==> config.mk <==
export PLATFORM = sky130hd
export DESIGN_NAME = agmd_top
export DESIGN_NICKNAME = d
export VERILOG_FILES = /design/src/inc/agmd_pkg.sv /design/src/inc/agmd_wr_if.sv /design/src/rtl/agmd_top.sv /design/src/rtl/agmd_level_dec.sv /design/src/rtl/agmd_regfile.sv
export VERILOG_INCLUDE_DIRS = /design/src /design/src/inc
export SDC_FILE = /design/constraint.sdc
export NUM_CORES = 1
export LEC_CHECK = 0
export ABC_AREA = 0
export BUFFER_PORTS_ARGS = -buffer_cell sky130_fd_sc_hd__buf_4
export CORE_MARGIN = 2
export CORE_UTILIZATION = 50
export CTS_BUF_LIST = sky130_fd_sc_hd__clkbuf_4 sky130_fd_sc_hd__clkbuf_8
export CTS_CLUSTER_DIAMETER = 40
export CTS_CLUSTER_SIZE = 14
export DETAILED_ROUTE_END_ITERATION = 16
export GPL_TIMING_DRIVEN = 0
export PLACE_DENSITY = 0.71
export SYNTH_ARGS = -nofsm -noshare
export SYNTH_HDL_FRONTEND = slang
export SYNTH_SLANG_ARGS = --single-unit
==> constraint.sdc <==
create_clock -name clk_in -period 4.34 [get_ports clk_in]
set_input_delay 0.651 -clock clk_in [delete_from_list [all_inputs] [get_ports clk_in]]
set_output_delay 0.651 -clock clk_in [all_outputs]
set_load 0.01 [all_outputs]
==> src/inc/agmd_regs.svh <==
`ifndef AGMD_REGS_SVH
`define AGMD_REGS_SVH
// Register slots on the control port
`define AGMD_ADDR_RESERVED 8'h0D
`define AGMD_ADDR_DRIVER 8'h0E
`define AGMD_ADDR_LGAIN 8'h0F
`define AGMD_ADDR_RGAIN 8'h10
`define AGMD_ADDR_LMIX 8'h11
`define AGMD_ADDR_RMIX 8'h12
// Field positions
`define AGMD_MUTE_BIT 7
`define AGMD_GAIN_MSB 6
`define AGMD_LEFT_LVL_MSB 7
`define AGMD_LEFT_LVL_LSB 4
`define AGMD_RIGHT_LVL_MSB 3
`define AGMD_RIGHT_LVL_LSB 0
`define AGMD_COUPLE_BIT 7
`define AGMD_FULLDIFF_BIT 6
`define AGMD_HEADSET_BIT 4
`define AGMD_PSEUDO_BIT 3
// Reset values
`define AGMD_RST_GAIN 8'h80
`define AGMD_RST_MIX 8'hFF
`define AGMD_RST_DRIVER 8'h00
`define AGMD_RST_RESERVED 8'h00
// Codes
`define AGMD_GAIN_SAT 7'h77
`define AGMD_LVL_OFF 4'hF
`define AGMD_LVL_MAX 4'h8
// Writable mask of the driver register
`define AGMD_DRIVER_WMASK 8'hC8
`endif

==> src/inc/agmd_pkg.sv <==
package agmd_pkg;
  // Control port access type
  typedef enum logic [1:0] {
    AGMD_IDLE = 2'h0,
    AGMD_WRITE = 2'h1,
    AGMD_READ = 2'h3
  } agmd_op_t;
  // Decoded level of one aux mic input
  typedef struct packed {
    logic connect;
    logic [3:0] atten_steps;
  } agmd_level_t;
endpackage

==> src/inc/agmd_wr_if.sv <==
`timescale 1ns/10ps
`default_nettype none
// Write strobe with address and data shared between top and register file
interface agmd_wr_if;
  logic we;
  logic [7:0] addr;
  logic [7:0] data;
  modport src (output we, output addr, output data);
  modport dst (input we, input addr, input data);
endinterface
`default_nettype wire

==> src/rtl/agmd_top.sv <==
`timescale 1ns/10ps
`default_nettype none
`include "agmd_regs.svh"
module agmd_top (
  input wire logic clk_in, // 200 MHz clock
  input wire logic rst_in, // Sync reset, active high
  input wire logic en_in, // Clock enable
  input wire logic we_in, // Write strobe from control port
  input wire logic re_in, // Read strobe from control port
  input wire logic [7:0] addr_in, // Register slot
  input wire logic [7:0] wdata_in, // Write data
  input wire logic headset_in, // Headset detect level (async)
  output logic [7:0] rdata_out, // Read data, held
  output logic rvalid_out, // Read data valid pulse
  output logic l_mute_out, // Left gain stage muted
  output logic [6:0] l_gain_out, // Left effective gain code
  output logic r_mute_out, // Right gain stage muted
  output logic [6:0] r_gain_out, // Right effective gain code
  output logic [3:0] conn_out, // Connects: Lmic>L, Rmic>L, Lmic>R, Rmic>R
  output logic [15:0] atten_out, // Attenuation steps, same order, 4 bits each
  output logic ac_coupled_out, // High-power outputs ac-coupled
  output logic full_diff_out, // Fully differential arrangement
  output logic pseudo_diff_out // Pseudodifferential arrangement
);
  agmd_wr_if wr (); // Write carrier
  logic [7:0] lgain, rgain, lmix, rmix, drv, rsvd; // Stored registers
  logic hs_meta_ff, hs_sync_ff; // Headset synchroniser
  logic [7:0] rdata_ff, nxt_rdata; // Read data register
  logic rvalid_ff, nxt_rvalid; // Read valid register
  logic [7:0] ctl_ff, nxt_ctl; // Mute and driver outputs
  logic [6:0] lg_ff, rg_ff, nxt_lg, nxt_rg; // Effective gain codes
  logic [3:0] conn_ff, nxt_conn; // Connect flags
  logic [15:0] att_ff, nxt_att; // Attenuation steps
  agmd_pkg::agmd_level_t lvl [0:3]; // Decoded levels
  logic [3:0] codes [0:3]; // Level fields

  // Gain clamp used for both channels
  function automatic logic [6:0] sat_gain(input logic [6:0] code);
    if (code > `AGMD_GAIN_SAT) begin
      return `AGMD_GAIN_SAT;
    end
    return code;
  endfunction

  assign wr.we = we_in;
  assign wr.addr = addr_in;
  assign wr.data = wdata_in;

  // Writable storage
  agmd_regfile u_regs (
    .clk_in(clk_in),
    .rst_in(rst_in),
    .en_in(en_in),
    .wr(wr),
    .lgain_out(lgain),
    .rgain_out(rgain),
    .lmix_out(lmix),
    .rmix_out(rmix),
    .drv_out(drv),
    .rsvd_out(rsvd)
  );

  assign codes[0] = lmix[`AGMD_LEFT_LVL_MSB:`AGMD_LEFT_LVL_LSB];
  assign codes[1] = lmix[`AGMD_RIGHT_LVL_MSB:`AGMD_RIGHT_LVL_LSB];
  assign codes[2] = rmix[`AGMD_LEFT_LVL_MSB:`AGMD_LEFT_LVL_LSB];
  assign codes[3] = rmix[`AGMD_RIGHT_LVL_MSB:`AGMD_RIGHT_LVL_LSB];

  // One decoder per level field
  genvar g;
  generate
    for (g = 0; g < 4; g++) begin : g_dec
      agmd_level_dec u_dec (
        .code_in(codes[g]),
        .lvl_out(lvl[g])
      );
    end
  endgenerate

  // Headset flag passes two flops
  always_ff @(posedge clk_in) begin
    if (rst_in) begin
      hs_meta_ff <= 1'h0;
      hs_sync_ff <= 1'h0;
    end else if (en_in) begin
      hs_meta_ff <= headset_in;
      hs_sync_ff <= hs_meta_ff;
    end
  end

  // Read mux and control outputs
  always_comb begin
    nxt_rvalid = re_in;
    nxt_rdata = rdata_ff;
    if (re_in) begin
      unique case (addr_in)
        `AGMD_ADDR_RESERVED: nxt_rdata = rsvd;
        `AGMD_ADDR_DRIVER: begin
          nxt_rdata = drv;
          nxt_rdata[`AGMD_HEADSET_BIT] = hs_sync_ff;
        end
        `AGMD_ADDR_LGAIN: nxt_rdata = lgain;
        `AGMD_ADDR_RGAIN: nxt_rdata = rgain;
        `AGMD_ADDR_LMIX: nxt_rdata = lmix;
        `AGMD_ADDR_RMIX: nxt_rdata = rmix;
        default: nxt_rdata = 8'h00;
      endcase
    end
    nxt_ctl = 8'h00;
    nxt_ctl[0] = lgain[`AGMD_MUTE_BIT];
    nxt_ctl[1] = rgain[`AGMD_MUTE_BIT];
    nxt_ctl[2] = drv[`AGMD_COUPLE_BIT];
    nxt_ctl[3] = drv[`AGMD_FULLDIFF_BIT];
    nxt_ctl[4] = drv[`AGMD_PSEUDO_BIT];
    nxt_lg = sat_gain(lgain[`AGMD_GAIN_MSB:0]);
    nxt_rg = sat_gain(rgain[`AGMD_GAIN_MSB:0]);
    for (int i = 0; i < 4; i++) begin
      nxt_conn[i] = lvl[i].connect;
      nxt_att[i*4 +: 4] = lvl[i].atten_steps;
    end
  end

  // Output registers
  always_ff @(posedge clk_in) begin
    if (rst_in) begin
      rdata_ff <= 8'h00;
      rvalid_ff <= 1'h0;
      ctl_ff <= 8'h03;
      lg_ff <= 7'h00;
      rg_ff <= 7'h00;
      conn_ff <= 4'h0;
      att_ff <= 16'h8888;
    end else if (en_in) begin
      rdata_ff <= nxt_rdata;
      rvalid_ff <= nxt_rvalid;
      ctl_ff <= nxt_ctl;
      lg_ff <= nxt_lg;
      rg_ff <= nxt_rg;
      conn_ff <= nxt_conn;
      att_ff <= nxt_att;
    end
  end

  assign rdata_out = rdata_ff;
  assign rvalid_out = rvalid_ff;
  assign l_mute_out = ctl_ff[0];
  assign r_mute_out = ctl_ff[1];
  assign ac_coupled_out = ctl_ff[2];
  assign full_diff_out = ctl_ff[3];
  assign pseudo_diff_out = ctl_ff[4];
  assign l_gain_out = lg_ff;
  assign r_gain_out = rg_ff;
  assign conn_out = conn_ff;
  assign atten_out = att_ff;
endmodule
`default_nettype wire

==> src/rtl/agmd_level_dec.sv <==
`timescale 1ns/10ps
`default_nettype none
`include "agmd_regs.svh"
// Decodes one 4-bit level field into connect flag and attenuation steps
module agmd_level_dec (
  input wire logic [3:0] code_in, // Level field
  output var agmd_pkg::agmd_level_t lvl_out // Decoded level
);
  // Connect on any code below disconnect, clamp reserved codes to max
  always_comb begin
    lvl_out.connect = (code_in != `AGMD_LVL_OFF);
    if (code_in > `AGMD_LVL_MAX) begin
      lvl_out.atten_steps = `AGMD_LVL_MAX;
    end else begin
      lvl_out.atten_steps = code_in;
    end
  end
endmodule
`default_nettype wire

==> src/rtl/agmd_regfile.sv <==
`timescale 1ns/10ps
`default_nettype none
`include "agmd_regs.svh"
// Storage of the writable registers of the slice
module agmd_regfile (
  input wire logic clk_in, // Clock
  input wire logic rst_in, // Sync reset
  input wire logic en_in, // Clock enable
  agmd_wr_if.dst wr, // Write strobe
  output logic [7:0] lgain_out, // Left gain register
  output logic [7:0] rgain_out, // Right gain register
  output logic [7:0] lmix_out, // Left mixer levels
  output logic [7:0] rmix_out, // Right mixer levels
  output logic [7:0] drv_out, // Driver writable bits
  output logic [7:0] rsvd_out // Reserved slot
);
  logic [7:0] regs_ff [0:5]; // Register storage
  logic [7:0] nxt_regs [0:5]; // Next values
  localparam logic [7:0] BASE = `AGMD_ADDR_RESERVED; // First slot
  // Next values from write strobe
  always_comb begin
    for (int i = 0; i < 6; i++) begin
      nxt_regs[i] = regs_ff[i];
    end
    if (wr.we && wr.addr >= BASE && wr.addr <= `AGMD_ADDR_RMIX) begin
      if (wr.addr == `AGMD_ADDR_DRIVER) begin
        nxt_regs[1] = wr.data & `AGMD_DRIVER_WMASK;
      end else begin
        nxt_regs[3'(wr.addr - BASE)] = wr.data;
      end
    end
  end
  // Register the storage
  always_ff @(posedge clk_in) begin
    if (rst_in) begin
      regs_ff[0] <= `AGMD_RST_RESERVED;
      regs_ff[1] <= `AGMD_RST_DRIVER;
      regs_ff[2] <= `AGMD_RST_GAIN;
      regs_ff[3] <= `AGMD_RST_GAIN;
      regs_ff[4] <= `AGMD_RST_MIX;
      regs_ff[5] <= `AGMD_RST_MIX;
    end else if (en_in) begin
      for (int i = 0; i < 6; i++) begin
        regs_ff[i] <= nxt_regs[i];
      end
    end
  end
  assign rsvd_out = regs_ff[0];
  assign drv_out = regs_ff[1];
  assign lgain_out = regs_ff[2];
  assign rgain_out = regs_ff[3];
  assign lmix_out = regs_ff[4];
  assign rmix_out = regs_ff[5];
endmodule
`default_nettype wire

### Word level (Yosys, flattened, before mapping)

Memory sizes are Yosys's and may differ from the RTL's.
Index checks and enable logic that the tools add are counted.

* flip-flop bits (word level): 50
* memory bits (writable): 48
* input bits: 22
* output and inout port bits: 48
* word-level logic and storage cells: 71
* memories kept: 1

Memory list
* u_regs.regs_ff: words 6, bits a word 8, rd ports 6, clocked after memory_dff 0, wr ports 6, line agmd_regfile.sv:17 `logic [7:0] regs_ff [0:5];`

* $add $sub $neg: 1
* magnitude comparators: 10
* equal/unequal tests: 10
* muxes and demuxes: 29
* bitwise logic cells: 7
* reductions and logical operators: 4

Operator list (count)
* $mux 8: 9
* $bwmux 48: 1
* $mux 48: 1
* $pmux 8 s6: 1
* $mux 32: 1
* $mux 7: 4
* $demux 8 s3: 1
* $eq 8x4->1 const B: 3
* $eq 8x5->1 const B: 3
* $gt 4x4->1 const B: 4
* $mux 4: 4
* $ne 4x4->1 const B: 4
* $gt 7x7->1 const B: 2
* $ge 8x4->1 const B: 1
* $le 8x5->1 const B: 1
* $mux 1: 7
* $or 1x1->1: 6
* $ge 4x4->1 const B: 1
* $lt 4x1->1 const B: 1
* $not 3->4: 1
* $logic_and 1x1->1: 3
* $sub 3x3->3 const B: 1
* $reduce_and 2->1: 1

### Logic depth before layout (Yosys ltp)

Gate-level depths: netlist of the first run.

* depth after elaboration: 10
* gate-level depth with buffers: 8
* depth with buffers taken out: 6

### By module

Synthesis of the first run repeated with hierarchy kept, for this count alone.

* cells, all modules: 494
* area total of the unflattened synthesis: 4774.6 sq um

By module, submodules not included
* agmd_regfile: instances 1, cells an instance 221, area an instance 2382.3 sq um
* agmd_top: instances 1, cells an instance 253, area an instance 2277.2 sq um
* agmd_level_dec: instances 4, cells an instance 5, area an instance 28.8 sq um

### Worst setup path after synthesis of the first run

No wires, ideal clock.

* path kind: in2reg
* from: in addr_in[2]
* to: mem u_regs.regs_ff[0][0] (enable)
* library setup time: 0.446 ns
* arrival: 3.362 ns
* data required time: 3.894 ns
* setup slack: 0.533 ns
* stages: 5
* buffers on the path: 1
* cells stage by stage: or3b_1 buf_6 o22ai_1 nand4_1 o21bai_1

RTL lines
* start: declaration: line agmd_top.sv:10 `input wire logic [7:0] addr_in,`
* end: declaration: line agmd_regfile.sv:17

==> out/results.ini, run 1 <==
[clocking]
cts_resized = 0
cts_setup_buffers = 0
clock-sinks = 97
cts_root_buffer = clkbuf_8
cts.clk_slew.worst_paths_ps = 100
holdBufCountCts = 0
cts_max_path_buffers = 2
cts_buffers = 9
insertion_delay_ps = 370
cts_tree = done
h-tree-depth = 3

[drt]
detail-route-antenna-nets = 0
wire_per_inst_um = 19.3
drt_wl_total_um = 12700
dr_total_vias = 3855
dr.pass1.iters = 6
first_iter_violations = 290
post-route-drc-count = 0
via_per_inst = 5.86

[timing]
finalSetupViolCount = 0
grt_setup_unrepaired = false
worst-slew-pin-transition_ps = 649
skew_ps = 12.6
setup_ws_ps = 1870
drv_slew = 0
max_freq_ghz = 0.405
period_minus_slack_ps = 2470
finalSetupTns_ps = 0
post-route-period-util_pct = 56.9
hold_violations = 0
slew_headroom_pct = 56.7

[grt]
grt_util_met2_pct = 42.2
track_usage_pct = 26.1
grt_overflow = 0
grt.busiest_layer = met2
gr-usage-met3_pct = 3.13
grt_pass1_vias = 3632
grt_max_degree = 31
met1_usage_pct = 36.1
antenna_found_initial = 0
grt_pass1_wl_um = 19800

[floorplan]
initial_utilization_pct = 50.7
dieArea_um2 = 10000
core_area_um2 = 9110
std_cell_rows = 35
ios = 70
die_w_um = 100
die_h_um = 100

[hold_path]
min-delay-path-class = reg -> reg
min_from = atten_out[8]$_SDFFE_PP0P_
whs_path_depth = 2
hold-path-endpoint = atten_out[8]$_SDFFE_PP0P_

[worst_setup_path]
r2r_cells = 3
worst_ep_arrival_time_ps = 2530
timing.rr.end = rdata_out[5]$_SDFFE_PP0P_
cp-end-kind = flop
critPathKind = in -> reg
cp-start-kind = primary input
rr_startpoint = u_regs.regs_ff[0][21]$_SDFFCE_PN0P_
r2r_slack_ps = 2990
required_ps = 4400
critPathMaxFanout = 30

[synthesis]
synth_xor_area_share_pct = 0.352
avgSynthCellArea_um2 = 9.99
netlist_area_um2 = 4610
synth_fa_ha_area_share_pct = 1.36
synthMuxAreaShare_pct = 6.72
synth-compound-area-share_pct = 13.4
synth_top_area_cell = edfxtp_1
synthTopCellsByArea = edfxtp_1 (31%), dfxtp_1 (22%), mux2i_1 (6.7%), nor2_1 (4.7%), nand2_1 (3.8%)
ys_seq_elements = 97
synth.yosys.warnings = 0
synth_top_family_by_area = simple AND/OR/NAND/NOR gates
syn-num-nets = 489
syn_inst = 462
synth-simple-area-share_pct = 21.6
yosysUniqueCellTypes = 45
yosys.area.top_type_share_pct = 30.6
ys_seq_area_share_pct = 52.3

[pwr]
power_density_nw_per_um2 = 336
ir_worst_vdd_uv = 177
p_leak_uw = 0.00216

[finish]
diodes = 0
areaGrowthSynthToFinish_pct = 18.5
fin_nets = 569
final_core_utilization_pct = 60.1
drive_gt1_share_pct = 20.7

[run_status]
status = finished clean

[placed_design]
dp_worst_setup_slack_ps = 1510
port_buffers = 68
hpwlAfterDp_um = 9340
gp_congestion = 0.953

[flow_run]
max_cap_viol_count = 0

[metrics by stage]
| step | hold WS, ps | area [um2] | total power [uW] | cells |
|---|---|---|---|---|
| 6_report | 475 | 5470 | 1840 | 658 |
| 5_1_grt | 493 | 5470 | 1900 | 658 |
| 4_1_cts | 476 | 5470 | 1840 | 658 |
| 3_5_place_dp | 464 | 5300 | 1310 | 642 |
| 3_3_place_gp | 458 | 5260 | 1300 | 641 |
| 2_1_floorplan | 460 | 4610 | 1200 | 462 |
[synth_stat cells]
library cell / instances
nor2b_1: 16
o21bai_1: 7
and2_1: 2
clkbuf_2: 2
nand2b_4: 1
nand2b_1: 13
inv_1: 10
nand4_1: 3
xnor2_2: 1
dfxtp_1: 50
nand3b_1: 5
nand2_1: 47
or3b_1: 1
clkbuf_1: 12
nor3_4: 3
or2b_1: 1
a211o_1: 3
nor2_1: 58
ha_1: 5
nor3_1: 19
a21oi_1: 24
buf_6: 2
o21ai_0: 15
nand3_1: 23
and3_1: 1
edfxtp_1: 47
a31oi_1: 3
o22ai_1: 2
or3_1: 1
a222oi_1: 8
or4b_4: 1
dlymetal6s2s_1: 1
clkbuf_4: 1
and4_1: 3
a22o_1: 5
buf_1: 1
mux2i_1: 31
a221oi_1: 3
nor2_4: 1
a32oi_1: 1
o22a_1: 4
a211oi_2: 4
o211ai_1: 4
a211oi_1: 5
buf_2: 12
[flip-flops by register name, indices dropped and copies added, names as in the netlist]
register,flops
u_regs.regs_ff,47
atten_out,16
rdata_out,8
l_gain_out,7
r_gain_out,7
ctl_ff,5
conn_out,4
hs_meta_ff,1
hs_sync_ff,1
rvalid_out,1
[layer usage]
layer | share of wire [%] | vias up
met5 | 0 | -
met4 | 2.6 | 0
met3 | 6.4 | 24
met2 | 48 | 165
met1 | 43 | 1845
li1 | - | 1821
[layout make-up]
cell class                      instances  area [um2]
Inverter                               10        37.5
Tap cell                              111         139
Buffer                                 31         161
Clock buffer                           10         131
Multi-Input combinational cell        324        2010
Timing Repair Buffer                   69         531
Sequential cell                        97        2410
Fill cell                             806        3640
Clock inverter                          6        43.8
[how the worst max path moves through the flow]
stage | startpoint | endpoint | slack [ps] | cells after the start
floorplan | addr_in[2] | u_regs.regs_ff[0][0]$_SDFFCE_PN0P_ | 530 | 5
global placement | addr_in[0] | u_regs.regs_ff[0][31]$_SDFFCE_PN1P_ | -640 | 7
detailed placement | addr_in[0] | u_regs.regs_ff[0][31]$_SDFFCE_PN1P_ | 1510 | 8
CTS | addr_in[0] | u_regs.regs_ff[0][35]$_SDFFCE_PN1P_ | 1900 | 8
global route | addr_in[0] | u_regs.regs_ff[0][46]$_SDFFCE_PN1P_ | 1790 | 8
finish | addr_in[0] | u_regs.regs_ff[0][32]$_SDFFCE_PN1P_ | 1870 | 8
[kinds of logic (layout without fill, tap and decap cells)]
logic type,count (synthesis),after routing
multiplexers,31,31
AND/OR/NAND/NOR,199,199
adder cells (fa/ha/maj),5,5
XOR/XNOR,1,1
AO/OA/AOI/OAI,88,88
flip-flops,97,97
buffers and inverters,41,126
[worst max-delay path, stage by stage]
cell and delay (ps):
buf_4 160, inv_1 170, ha_1 350, nor2b_1 80, o22ai_1 170, nand4_1 200, o21bai_4 470, buf_12 260
[power breakdown]
| part | switching, uW | leakage (uW) | internal (uW) | total [uW] |
|---|---|---|---|---|
| logic | 156 | 0.00122 | 108 | 263 |
| registers | 28.2 | 0.000841 | 1000 | 1030 |
| clock network | 326 | 0.0000917 | 217 | 543 |
[layout by cell type (no fill, tap or decap), types with 4 or more instances in the layout]
cell	instances
o211ai_1	4
nand3b_1	5
clkbuf_1	12
inv_1	10
o21ai_0	15
a21oi_1	24
a211oi_1	5
mux2i_1	31
o21bai_1	6
nand2b_1	13
edfxtp_1	47
buf_4	68
nor3_1	19
ha_1	5
nor2_1	58
nor2b_1	16
a22o_1	5
nand2_1	47
buf_2	12
a222oi_1	8
o22a_1	4
a211oi_2	4
dfxtp_1	50
clkbuf_8	9
nand3_1	23
Power figures use the tool's default switching activity.
==> run 2: changes to the inputs <==
- PLACE_DENSITY: 0.71 -> 0.74
- clock period: 4.34 -> 2.13 ns (I/O delays scaled with it)
==> out/results.ini, run 2 (synthesis gave the netlist of run 1 again) <==
[clocking]
insertion_delay_ps = 370
cts.clk_slew.worst_paths_ps = 90
cts_buffers = 9
cts_tree = done
cts_max_path_buffers = 2
clock-sinks = 97
cts_root_buffer = clkbuf_8
h-tree-depth = 3
holdBufCountCts = 0

[worst_setup_path]
worst_ep_arrival_time_ps = 2050
required_ps = 2220
critPathMaxFanout = 10
critPathKind = in -> reg
cp-start-kind = primary input
cp-end-kind = flop

[finish]
drive_gt1_share_pct = 22.0
final_core_utilization_pct = 61.9
fin_nets = 576
fin_cells = 665
mostFrequentLayoutCells = buf_4 (71), nor2_1 (58), dfxtp_1 (50), nand2_1 (47), edfxtp_1 (47)
diodes = 0
layout_commonest_cell = buf_4
areaGrowthSynthToFinish_pct = 22.2
final_area_um2 = 5640
regMostFlops = u_regs.regs_ff
largest_register_ffs = 47

[drt]
post-route-drc-count = 0
drt_wl_total_um = 13300
dr_total_vias = 3959
detail-route-antenna-nets = 0
wire_per_inst_um = 20.0
dr.pass1.iters = 5
via_per_inst = 5.95
first_iter_violations = 347

[timing]
finalSetupViolCount = 0
max_freq_ghz = 0.510
period_minus_slack_ps = 1960
post-route-period-util_pct = 92.1
skew_ps = 14.0
grt_setup_unrepaired = false
slew_headroom_pct = 54.9
hold_violations = 0
worst-slew-pin-transition_ps = 676
drv_slew = 0

[grt]
grt_util_met2_pct = 43.5
grt_max_degree = 21
antenna_found_initial = 0
grt_pass1_vias = 3718
grt.busiest_layer = met2
grt_pass1_wl_um = 20100
grt_overflow = 0
track_usage_pct = 26.9
gr-usage-met3_pct = 4.18
met1_usage_pct = 36.8

[pwr]
power_density_nw_per_um2 = 710
p_leak_uw = 0.00222
ir_worst_vdd_uv = 474

[placed_design]
postPlaceCellArea_um2 = 5280
port_buffers = 68
gp_congestion = 1.00
dp_cells = 641
hpwlAfterDp_um = 9360

[floorplan]
ios = 70
std_cell_rows = 35
initial_utilization_pct = 50.7
die_w_um = 100
dieArea_um2 = 10000
die_h_um = 100
core_area_um2 = 9110

[flow_run]
max_cap_viol_count = 0

[hold_path]
min-delay-path-class = in -> reg

[run_status]
status = finished clean

run 2: changes by cell type in the layout (fill, tap and decap cells not counted):
cell	previous run	this run
buf_12	1	2
buf_4	68	71
bufinv_16	0	2
clkinv_1	1	0
clkinv_4	3	2
ha_1	5	4
ha_4	0	1
o21bai_4	1	4
xnor2_2	1	0
xnor2_4	0	1
run 2: final timing paths:
path,endpoint,slack [ps],cells after the start,from
setup / recovery,u_regs.regs_ff[0][42]$_SDFFCE_PN1P_,170,8,addr_in[0]
hold / removal,hs_meta_ff$_SDFFE_PP0P_,210,3,headset_in
setup reg to reg,rdata_out[5]$_SDFFE_PP0P_,730,3,u_regs.regs_ff[0][21]$_SDFFCE_PN0P_
hold reg to reg,atten_out[1]$_SDFFE_PP0P_,480,2,atten_out[1]$_SDFFE_PP0P_
run 2: repair_timing:
item,4_1_cts,5_1_grt
resized for setup,3,3
setup buffers,0,5
pin swaps,3,5
gates cloned,1,2
setup endpoints to repair,40,48
run 2: layer usage:
layer | vias up | routed length, um
li1 | 1839 | -
met1 | 1863 | 5700
met2 | 219 | 6320
met3 | 38 | 879
met4 | 0 | 422
met5 | - | 0
run 2: through the flow:
stage / hold WS [ps] / setup TNS [ps] / worst slack [ps] / power (uW)
floorplan: 460 / -3410 / -85.2 / 2440
global placement: 457 / -33060 / -709 / 2660
detailed placement: 463 / -36430 / -755 / 2670
CTS: 205 / -90.7 / -5.82 / 3980
global route: 213 / 0 / 49.6 / 4130
finish: 212 / 0 / 167 / 4010
run 2: critical path, cell delays in order:
cell     delay, ps
buf_4          160
inv_1          150
ha_1           320
xnor2_4        340
buf_2          290
nand2_1        240
nand2_1        140
nand3_1         90
run 2: report_power, final:
group          internal [uW]  switching (uW)
Combinational            235             330
Sequential              2040            58.1
Clock                    682             660
run 2: area by class of cell:
type                    count  area [um2]
fillers                   773        3470
flip-flops and latches     97        2410
multi-input cells         327        2090
repair buffers             73         573
plain buffers              31         161
well taps                 111         139
clock buffers              10         131
clock inverters             6        91.3
inverters                  10        37.5
==> run 3: changes to the inputs <==
- RECOVER_POWER: not set -> 25
==> out/results.ini, run 3 (synthesis gave the netlist of run 1 again) <==
[grt]
grt_max_degree = 21
grt_pass1_wl_um = 20100
track_usage_pct = 26.9
antenna_found_initial = 0
grt_overflow = 0
grt_pass1_vias = 3718

[drt]
drt_wl_total_um = 13300
detail-route-antenna-nets = 0
dr_total_vias = 3947
wire_per_inst_um = 19.9
via_per_inst = 5.94
first_iter_violations = 332
post-route-drc-count = 0
dr.pass1.iters = 5

[finish]
diodes = 0
mostFrequentLayoutCells = clkbuf_1 (59), nor2_1 (58), dfxtp_1 (50), nand2_1 (47), edfxtp_1 (47)
fin_nets = 576
final_area_um2 = 5470
layout_commonest_cell = clkbuf_1
drive_gt1_share_pct = 13.5
areaGrowthSynthToFinish_pct = 18.5
regMostFlops = u_regs.regs_ff
largest_register_ffs = 47

[hold_path]
hold-path-endpoint = hs_meta_ff$_SDFFE_PP0P_
min_from = headset_in
whs_path_depth = 3
min-delay-path-class = in -> reg

[placed_design]
hpwlAfterDp_um = 9360
gp_congestion = 1.00
port_buffers = 68
postPlaceCellArea_um2 = 5280

[worst_setup_path]
critPathKind = in -> reg
timing.rr.end = rdata_out[5]$_SDFFE_PP0P_
rr_startpoint = u_regs.regs_ff[0][21]$_SDFFCE_PN0P_
worst_ep_arrival_time_ps = 2050
r2r_slack_ps = 730
critPathMaxFanout = 10
r2r_cells = 3
required_ps = 2210
cp-start-kind = primary input
cp-end-kind = flop

[clocking]
holdBufCountCts = 0
cts_root_buffer = clkbuf_8
cts_tree = done
cts.clk_slew.worst_paths_ps = 90
cts_buffers = 9
insertion_delay_ps = 360
cts_max_path_buffers = 2
clock-sinks = 97
h-tree-depth = 3

[timing]
grt_setup_unrepaired = false
skew_ps = 13.5
worst-slew-pin-transition_ps = 682
slew_headroom_pct = 54.5
drv_slew = 0
period_minus_slack_ps = 1970
whs_ps = 211
hold_violations = 0
finalSetupViolCount = 0
max_freq_ghz = 0.509
finalSetupTns_ps = 0
post-route-period-util_pct = 92.3

[floorplan]
die_h_um = 100
initial_utilization_pct = 50.7
core_area_um2 = 9110
dieArea_um2 = 10000
ios = 70
std_cell_rows = 35
die_w_um = 100

[run_status]
status = finished clean

[pwr]
p_comb_share_pct = 13.5
p_total_uw = 3970
p_int_uw = 2930
p_switching_uw = 1040
power_density_nw_per_um2 = 725
p_seq_share_pct = 52.8
ir_worst_vdd_uv = 468
pwr-share-clk_pct = 33.6
p_leak_uw = 0.00204
switching_share_pct = 26.2

[flow_run]
max_cap_viol_count = 0

-- run 3: how the worst max path moves through the flow --
stage                from                                  end  slack [ps]  cells past startpoint
6_report       addr_in[0]  u_regs.regs_ff[0][42]$_SDFFCE_PN1P_         160                      8
5_1_grt        addr_in[0]  u_regs.regs_ff[0][23]$_SDFFCE_PN1P_          50                      7
4_1_cts        addr_in[0]  u_regs.regs_ff[0][41]$_SDFFCE_PN1P_          -6                      7
3_5_place_dp   addr_in[0]  u_regs.regs_ff[0][31]$_SDFFCE_PN1P_        -760                      7
3_3_place_gp   addr_in[0]  u_regs.regs_ff[0][28]$_SDFFCE_PN0P_        -710                      7
2_1_floorplan  addr_in[3]   u_regs.regs_ff[0][0]$_SDFFCE_PN0P_         -90                      5
-- run 3: layer usage --
layer	GRT usage [%]	vias to the layer above	part of all wire [%]
li1	-	1843	-
met1	36.8	1871	43
met2	43.5	191	47
met3	4.18	42	6.6
met4	10.1	0	3.4
met5	0	-	0
-- run 3: through the flow --
step	util (%)	std cells	setup WS [ps]
floorplan	-	462	-85.2
global placement	57.9	641	-709
detailed placement	57.9	641	-755
CTS	60.7	658	-5.82
global route	60.0	665	49.6
finish	60.0	665	164
-- run 3: timing repair --
| action | in CTS | in global routing |
|---|---|---|
| pin swaps | 3 | 5 |
| cloned | 1 | 2 |
| resized for setup | 3 | 3 |
| setup buffers | 0 | 5 |
| endpoints found under the setup margin | 40 | 48 |
-- run 3: worst max-delay path, stage by stage --
cell	delay (ps)
buf_4	160
inv_1	150
ha_1	310
xnor2_4	340
buf_2	290
nand2_1	240
nand2_1	140
nand3_1	90
-- run 3: final cells by class --
class,count,area (um2)
multi-input combinational,327,2090
clock inverter,6,91.3
sequential,97,2410
fill,827,3640
clock buffer,10,131
timing repair buffer,73,404
inverter,10,37.5
buffer,31,159
tap,111,139
-- run 3: power by group through the flow --
stage	Sequential, uW	Combinational [uW]	Clock [uW]
global placement	2140	519	0
global route	2110	579	1420
detailed placement	2140	530	0
floorplan	2140	299	0
CTS	2100	538	1350
finish	2100	537	1330
